File: src/design/path_pkg.sv
// Constants, selector codes and register map for the operand and address path
package path_pkg;
   localparam int WORD_W = 16;
   localparam int BYTE_W = 8;
   localparam int BUS_ADDR_W = 18;
   localparam int SEL_W = 4;
   localparam int TRAP_W = 3;
   localparam int HI_LSB = 8;
   localparam int SIGN_BIT = 7;
   localparam int TRAP_SHIFT = 2;

   localparam logic [1:0] BUS_ADDR_EXT = 2'h0;

   // Constant select codes
   localparam logic [3:0] CS_ZERO = 4'h0;
   localparam logic [3:0] CS_PLUS1 = 4'h1;
   localparam logic [3:0] CS_PLUS2 = 4'h2;
   localparam logic [3:0] CS_MINUS1 = 4'h3;
   localparam logic [3:0] CS_MINUS2 = 4'h4;
   localparam logic [3:0] CS_TRAP_VEC = 4'h5;
   localparam logic [3:0] CS_LOW_MASK = 4'h6;
   localparam logic [3:0] CS_HIGH_MASK = 4'h7;
   localparam logic [3:0] CS_WORD_SIGN = 4'h8;
   localparam logic [3:0] CS_BYTE_SIGN = 4'h9;
   localparam logic [3:0] CS_PLUS4 = 4'hA;
   localparam logic [3:0] CS_TRAP_PSW = 4'hB;

   localparam logic [15:0] K_ZERO = 16'h0000;
   localparam logic [15:0] K_PLUS1 = 16'h0001;
   localparam logic [15:0] K_PLUS2 = 16'h0002;
   localparam logic [15:0] K_PLUS4 = 16'h0004;
   localparam logic [15:0] K_MINUS1 = 16'hFFFF;
   localparam logic [15:0] K_MINUS2 = 16'hFFFE;
   localparam logic [15:0] K_LOW_MASK = 16'h00FF;
   localparam logic [15:0] K_HIGH_MASK = 16'hFF00;
   localparam logic [15:0] K_WORD_SIGN = 16'h8000;
   localparam logic [15:0] K_BYTE_SIGN = 16'h0080;
   localparam logic [15:0] TRAP_VEC_BASE = 16'h0004;

   // Byte source selections of the second ALU input
   typedef enum logic [1:0] {HI_CONST, HI_B_HIGH, HI_B_LOW, HI_SIGN} high_sel_e;
   typedef enum logic [1:0] {LO_CONST, LO_B_LOW, LO_B_HIGH, LO_B_LOW_ALT} low_sel_e;

   // Register port map
   localparam int REG_ADDR_W = 4;
   localparam logic [3:0] ADDR_DEC_BASE = 4'h0;
   localparam logic [3:0] ADDR_DEC_MASK = 4'h1;
   localparam logic [3:0] ADDR_B_VIEW = 4'h2;
   localparam logic [3:0] ADDR_BA_VIEW = 4'h3;
   localparam logic [3:0] ADDR_STATUS = 4'h4;

   localparam logic [15:0] DEC_BASE_RST = 16'hFF00;
   localparam logic [15:0] DEC_MASK_RST = 16'hFF00;
   localparam logic [15:0] WORD_RST = 16'h0000;
endpackage

File: src/design/constant_generator.sv
// Combinational constant generator for the second ALU input
`timescale 1ns/10ps
module constant_generator (
   input  wire logic [path_pkg::SEL_W-1:0]  constant_select_field,
   input  wire logic [path_pkg::TRAP_W-1:0] trap_code_input,
   output logic      [path_pkg::WORD_W-1:0] generated_constants
);
   logic [path_pkg::WORD_W-1:0] trap_vec;

   // Vectors sit four bytes apart above the base
   always_comb begin
      trap_vec = path_pkg::TRAP_VEC_BASE
               + (path_pkg::WORD_W'(trap_code_input) << path_pkg::TRAP_SHIFT);
   end

   always_comb begin
      case (constant_select_field)
         path_pkg::CS_ZERO:      generated_constants = path_pkg::K_ZERO;
         path_pkg::CS_PLUS1:     generated_constants = path_pkg::K_PLUS1;
         path_pkg::CS_PLUS2:     generated_constants = path_pkg::K_PLUS2;
         path_pkg::CS_MINUS1:    generated_constants = path_pkg::K_MINUS1;
         path_pkg::CS_MINUS2:    generated_constants = path_pkg::K_MINUS2;
         path_pkg::CS_TRAP_VEC:  generated_constants = trap_vec;
         path_pkg::CS_LOW_MASK:  generated_constants = path_pkg::K_LOW_MASK;
         path_pkg::CS_HIGH_MASK: generated_constants = path_pkg::K_HIGH_MASK;
         path_pkg::CS_WORD_SIGN: generated_constants = path_pkg::K_WORD_SIGN;
         path_pkg::CS_BYTE_SIGN: generated_constants = path_pkg::K_BYTE_SIGN;
         path_pkg::CS_PLUS4:     generated_constants = path_pkg::K_PLUS4;
         path_pkg::CS_TRAP_PSW:  generated_constants = trap_vec + path_pkg::K_PLUS2;
         default:                generated_constants = path_pkg::K_ZERO;
      endcase
   end
endmodule // constant_generator

File: src/design/operand_two_selector.sv
// Byte-wise selector feeding the second ALU input
`timescale 1ns/10ps
module operand_two_selector (
   input  wire logic [path_pkg::WORD_W-1:0] generated_constants,
   input  wire logic [path_pkg::WORD_W-1:0] b_word,
   input  path_pkg::high_sel_e              high_sel,
   input  path_pkg::low_sel_e               low_sel,
   output logic      [path_pkg::WORD_W-1:0] selected_word
);
   logic [path_pkg::BYTE_W-1:0] b_high;
   logic [path_pkg::BYTE_W-1:0] b_low;
   logic [path_pkg::BYTE_W-1:0] k_high;
   logic [path_pkg::BYTE_W-1:0] k_low;
   logic [path_pkg::BYTE_W-1:0] out_high;
   logic [path_pkg::BYTE_W-1:0] out_low;

   assign b_high = b_word[path_pkg::HI_LSB +: path_pkg::BYTE_W];
   assign b_low  = b_word[0 +: path_pkg::BYTE_W];
   assign k_high = generated_constants[path_pkg::HI_LSB +: path_pkg::BYTE_W];
   assign k_low  = generated_constants[0 +: path_pkg::BYTE_W];

   // High and low halves decode separately, so swap and sign extend fall out
   always_comb begin
      case (high_sel)
         path_pkg::HI_CONST:  out_high = k_high;
         path_pkg::HI_B_HIGH: out_high = b_high;
         path_pkg::HI_B_LOW:  out_high = b_low;
         path_pkg::HI_SIGN:   out_high = {path_pkg::BYTE_W{b_low[path_pkg::SIGN_BIT]}};
         default:             out_high = k_high;
      endcase
   end

   always_comb begin
      case (low_sel)
         path_pkg::LO_CONST:     out_low = k_low;
         path_pkg::LO_B_LOW:     out_low = b_low;
         path_pkg::LO_B_HIGH:    out_low = b_high;
         path_pkg::LO_B_LOW_ALT: out_low = b_low;
         default:                out_low = k_low;
      endcase
   end

   assign selected_word = {out_high, out_low};
endmodule // operand_two_selector

File: src/design/operand_address_path.sv
// Second operand path, B register, address source and bus address register
`timescale 1ns/10ps
module operand_address_path (
   input  wire logic                            mclk,
   input  wire logic                            nrst,
   input  wire logic                            clock_pulse,
   input  wire logic [path_pkg::SEL_W-1:0]      constant_select_field,
   input  wire logic [path_pkg::TRAP_W-1:0]     trap_code_input,
   input  wire logic [1:0]                      high_byte_sel,
   input  wire logic [1:0]                      low_byte_sel,
   input  wire logic                            load_b_en,
   input  wire logic                            load_ba_en,
   input  wire logic                            address_source_alu,
   input  wire logic [path_pkg::WORD_W-1:0]     result_selector,
   input  wire logic [path_pkg::WORD_W-1:0]     read_bus,
   input  wire logic [path_pkg::WORD_W-1:0]     alu_result,
   input  wire logic [path_pkg::REG_ADDR_W-1:0] reg_addr,
   input  wire logic [path_pkg::WORD_W-1:0]     reg_wdata,
   input  wire logic                            reg_wr,
   input  wire logic                            reg_rd,
   output logic      [path_pkg::WORD_W-1:0]     reg_rdata,
   output logic      [path_pkg::WORD_W-1:0]     alu_second_input,
   output logic      [path_pkg::WORD_W-1:0]     alu_first_input,
   output logic      [path_pkg::BUS_ADDR_W-1:0] bus_address,
   output logic      [path_pkg::WORD_W-1:0]     address_display,
   output logic                                 own_address_hit
);
   typedef struct packed {
      logic [path_pkg::WORD_W-1:0]     b_word;
      logic [path_pkg::WORD_W-1:0]     ba_word;
      logic [path_pkg::WORD_W-1:0]     second_in;
      logic [path_pkg::WORD_W-1:0]     first_in;
      logic [path_pkg::BUS_ADDR_W-1:0] bus_addr;
      logic [path_pkg::WORD_W-1:0]     display;
      logic                            hit;
      logic [path_pkg::WORD_W-1:0]     rdata;
      logic [path_pkg::WORD_W-1:0]     dec_base;
      logic [path_pkg::WORD_W-1:0]     dec_mask;
   } path_s;

   path_s state_reg;
   path_s state_next;

   logic [path_pkg::WORD_W-1:0] constants_word;
   logic [path_pkg::WORD_W-1:0] selected_word;
   logic [path_pkg::WORD_W-1:0] address_source;

   // Decode used for the next-state hit and for the status readback
   function automatic logic addr_match(input logic [path_pkg::WORD_W-1:0] addr,
                                       input logic [path_pkg::WORD_W-1:0] base,
                                       input logic [path_pkg::WORD_W-1:0] mask);
      addr_match = ((addr & mask) == (base & mask));
   endfunction

   constant_generator u_constants (
      .constant_select_field (constant_select_field),
      .trap_code_input       (trap_code_input),
      .generated_constants   (constants_word)
   );

   operand_two_selector u_selector (
      .generated_constants (constants_word),
      .b_word              (state_reg.b_word),
      .high_sel            (path_pkg::high_sel_e'(high_byte_sel)),
      .low_sel             (path_pkg::low_sel_e'(low_byte_sel)),
      .selected_word       (selected_word)
   );

   assign address_source = address_source_alu ? alu_result : read_bus;

   always_comb begin
      state_next = state_reg;
      // B and BA keep their contents unless pulse and enable coincide
      if (clock_pulse && load_b_en) begin
         state_next.b_word = result_selector;
      end
      if (clock_pulse && load_ba_en) begin
         state_next.ba_word = address_source;
      end
      // Outputs are registered, so the ALU sees this cycle's selection one edge later
      state_next.second_in = selected_word;
      state_next.first_in  = read_bus;
      state_next.bus_addr  = {path_pkg::BUS_ADDR_EXT, state_next.ba_word};
      state_next.display   = state_next.ba_word;
      state_next.hit       = addr_match(state_next.ba_word, state_reg.dec_base,
                                        state_reg.dec_mask);
      if (reg_wr) begin
         case (reg_addr)
            path_pkg::ADDR_DEC_BASE: state_next.dec_base = reg_wdata;
            path_pkg::ADDR_DEC_MASK: state_next.dec_mask = reg_wdata;
            default: ;
         endcase
      end
      state_next.rdata = path_pkg::WORD_RST;
      if (reg_rd) begin
         case (reg_addr)
            path_pkg::ADDR_DEC_BASE: state_next.rdata = state_reg.dec_base;
            path_pkg::ADDR_DEC_MASK: state_next.rdata = state_reg.dec_mask;
            path_pkg::ADDR_B_VIEW:   state_next.rdata = state_reg.b_word;
            path_pkg::ADDR_BA_VIEW:  state_next.rdata = state_reg.ba_word;
            path_pkg::ADDR_STATUS:   state_next.rdata = path_pkg::WORD_W'(state_reg.hit);
            default:                 state_next.rdata = path_pkg::WORD_RST;
         endcase
      end
   end

   always_ff @(posedge mclk) begin
      if (!nrst) begin
         state_reg.b_word    <= path_pkg::WORD_RST;
         state_reg.ba_word   <= path_pkg::WORD_RST;
         state_reg.second_in <= path_pkg::WORD_RST;
         state_reg.first_in  <= path_pkg::WORD_RST;
         state_reg.bus_addr  <= {path_pkg::BUS_ADDR_EXT, path_pkg::WORD_RST};
         state_reg.display   <= path_pkg::WORD_RST;
         state_reg.hit       <= 1'b0;
         state_reg.rdata     <= path_pkg::WORD_RST;
         state_reg.dec_base  <= path_pkg::DEC_BASE_RST;
         state_reg.dec_mask  <= path_pkg::DEC_MASK_RST;
      end else begin
         state_reg <= state_next;
      end
   end

   assign reg_rdata        = state_reg.rdata;
   assign alu_second_input = state_reg.second_in;
   assign alu_first_input  = state_reg.first_in;
   assign bus_address      = state_reg.bus_addr;
   assign address_display  = state_reg.display;
   assign own_address_hit  = state_reg.hit;
endmodule // operand_address_path

File: config.mk
export PLATFORM = sky130hd
export DESIGN_NAME = operand_address_path
export DESIGN_NICKNAME = d
export VERILOG_FILES = /design/src/design/path_pkg.sv /design/src/design/constant_generator.sv /design/src/design/operand_two_selector.sv /design/src/design/operand_address_path.sv
export SDC_FILE = /design/constraint.sdc
export NUM_CORES = 1
export LEC_CHECK = 0
export BUFFER_PORTS_ARGS = -buffer_cell sky130_fd_sc_hd__buf_2
export CORE_ASPECT_RATIO = 1.25
export CORE_MARGIN = 2
export CORE_UTILIZATION = 53
export CTS_CLUSTER_DIAMETER = 80
export DETAILED_ROUTE_END_ITERATION = 12
export MAX_ROUTING_LAYER = met4
export PLACE_DENSITY_LB_ADDON = 0.25
export REMOVE_ABC_BUFFERS = 1
export SLEW_MARGIN = 0
export SYNTH_ARGS = -nofsm -noshare
export SYNTH_HDL_FRONTEND = slang
export SYNTH_HIERARCHICAL = 1
export SYNTH_SLANG_ARGS = --single-unit
File: constraint.sdc
create_clock -name mclk -period 2.1 [get_ports mclk]
set_input_delay 0.42 -clock mclk [delete_from_list [all_inputs] [get_ports mclk]]
set_output_delay 0.42 -clock mclk [all_outputs]
set_load 0.02 [all_outputs]
==> summary.txt <==
Run status
  • Status: completed

Clocking
  • Postcts setup bufs: 0
  • Clock Sinks: 113
  • Worst-skew pair later-pin latency: 0.41 ns
  • Clk buf depth: 2
  • # hold bufs at CTS: 0
  • Root buf cell: clkbuf_16
  • Post-CTS sizing: 0
  • Cts bufs inserted: 17
  • Level count of the clock H-tree: 4
  • CTS tree: done
  • Reg clk slew, reported paths: 0.05 ns

Drt
  • Antenna viol nets, final: 0
  • Post-Route WL: approximately 15 mm
  • Drt wl/cell: 17.7 microns
  • Vias: 4571
  • Vias per cell: around 5.4
  • # DRC: 0
  • Initial DRT Pass Iterations: 5
  • DRT iter0 DRCs: 278

STA
  • RSZ-0062 raised after global routing: false
  • Period utilisation layout: 0.850
  • Slew HR: 0.526
  • Fmax achieved: between 500 and 600 MHz
  • Final Setup Violations: 0
  • Fin crit period: 1.78 ns
  • Hold Fails Final Rpt: 0
  • Clk_skew: roughly 0.012 ns
  • Worst-Margin Slew: 0.711 ns
  • Final number of max-transition violations: 0

Cells and area
  • Fin util: 0.627
  • Area Growth Syn to Fin: 16.0%
  • Multi-input gate area: 2880 sq um
  • Layout Nets: 791
  • Layout cells sized above 1: 0.345
  • Max reg flops: 48
  • Filler cell count: about 960
  • Register area: between 2000 and 2500 sq um

Floorplan
  • Row count: 43
  • Die height: 123 microns
  • Initial Util: 0.540
  • Core Area: 11100 sq um
  • Width of the die: 99.1 microns
  • I/O pin cnt: 170
  • Die ar.: 12200 sq um

Placed design
  • Dpl hpwl: 11.1 mm
  • Placer congestion estimate: 0.914
  • Number of port buffers: between 150 and 200

Yosys
  • Syn Area/Cell: 9.64 sq um
  • Synthesis Warnings: 6
  • Mapped Area: 5990 sq um
  • Leading area contributor after synthesis: dfxtp_1
  • Seq/Total Area, Yosys: 0.378
  • Top-area cell type share of the netlist area: 0.378
  • Mapped Cells: roughly 620
  • Yosys cell types: 48
  • Synthesized flop and latch total: 113
  • Synth area leaders: dfxtp_1 (38%), buf_4 (11%), nand2_1 (6.8%), mux2i_1 (6.7%), mux4_2 (5.6%)

Power and ir drop
  • PwrDens: ~900 nW/um^2
  • VDD IR-drop max: 0.516 mV
  • Static Leak: 0.00339 uW
  • Overall Power: 6200 uW

Global routing
  • First-pass GRT wire length: 22.9 mm
  • Largest net degree at the start of global routing: 50
  • Total Routing Usage GR: 0.254
  • Vias in the first global route: roughly 4400
  • Initial antenna violation count: 1
  • Total grt overflow: 0

Critical path
  • WP data required: 2.40 ns
  • Critical path class: flop to flop
  • Startpoint Class: flop
  • Setup crit end kind: flop
  • Max Fanout on Critical Path: 5
  • CP arrival: around 2.1 ns

Run
  • Max-cap violations: 0

Hold path
  • Hold Crit Class: input pin to flop
final timing paths:
path,startpoint,end,slack (ns),cells past startpoint
max,address_display[0],own_address_hit,0.32,5
min,read_bus[0],alu_first_input[0],0.23,2
max reg2reg,address_display[0],own_address_hit,0.32,5
min reg2reg,state_reg[20],state_reg[20],0.49,2
cell type report:
type | count | area share
Multi-Input combinational cell | 385 | 0.414
Sequential cell | 113 | 0.326
Timing Repair Buffer | 185 | 0.140
Clock buffer | 19 | 0.0652
Clock inverter | 13 | 0.0301
Tap cell | 135 | 0.0243
Inverter | 1 | 0.000540
Antenna cell | 1 | 0.000360
cells by family after synthesis:
kind of cell             Yosys count  share of synthesized area
XOR/XNOR                          28                     0.0410
adder cells (fa/ha/maj)            1                    0.00209
other                              1                   0.000626
multiplexers                      70                      0.172
AND/OR/NAND/NOR                  198                      0.161
buffers and inverters            124                      0.143
AO/OA/AOI/OAI                     86                      0.103
flip-flops                       113                      0.378
cell usage after synthesis (all sizes together):
library cell  instances
buf                 102
clkbuf               21
nand3b                1
a22o                  3
xor2                 16
nand4                 1
dfxtp               113
nand2               108
a31oi                 1
a21oi                17
o21ai                17
a22oi                 3
nor2                  3
conb                  1
nor2b                24
nor3                  2
ha                    1
a221oi                1
a222oi                2
o211a                12
mux4                 22
nand2b                6
and2                 38
nand3                10
xnor2                12
nor4                  1
or3                   1
inv                   1
and4                  1
o22ai                 1
a2111oi               2
mux2i                44
a21o                  3
and2b                 2
mux2                  4
a21boi               24
metrics by stage:
stage	hold slack [ns]	TNS [ns]	worst slack, ns	instance area, sq um	cells
6_report	0.226	0	0.316	6950	852
5_1_grt	0.222	0	0.254	6950	852
4_1_cts	0.217	0	0.297	6940	851
3_5_place_dp	0.486	-0.0232	-0.0232	6280	819
3_3_place_gp	0.483	0	0.00310	6280	819
2_1_floorplan	0.461	0	0.103	5140	499
critical path, cell delays in order (launching register included):
cell and delay [ns]:
dfxtp_1 0.36, xor2_1 0.16, a22o_1 0.24, a221oi_1 0.37
nand3_1 0.18, a2111oi_2 0.37
power breakdown:
part           leakage (uW)  internal [uW]  switching (uW)
combinational       0.00215            323             393
clock              0.000315           2170            1030
sequential         0.000923           2220            69.6
layer usage:
metal	share of wire	routed length, microns	GRT usage	vias to the layer above
li1	-	-	-	2189
met1	0.39	5900	0.276	2207
met2	0.54	8140	0.457	152
met3	0.049	739	0.0524	23
met4	0.018	269	0.0908	0
met5	0	0	-	-
layout by cell type (no fill, tap or decap), types with 14 or more instances in the layout:
cell type and n:
a21boi_0 24, a21oi_1 17, and2_1 38, buf_2 167
buf_4 18, clkbuf_16 17, dfxtp_1 113, mux2i_1 40
mux4_2 15, nand2_1 108, nor2b_1 24, o21ai_0 14
xor2_1 16
No activity file was read; power rests on OpenSTA's default activity.
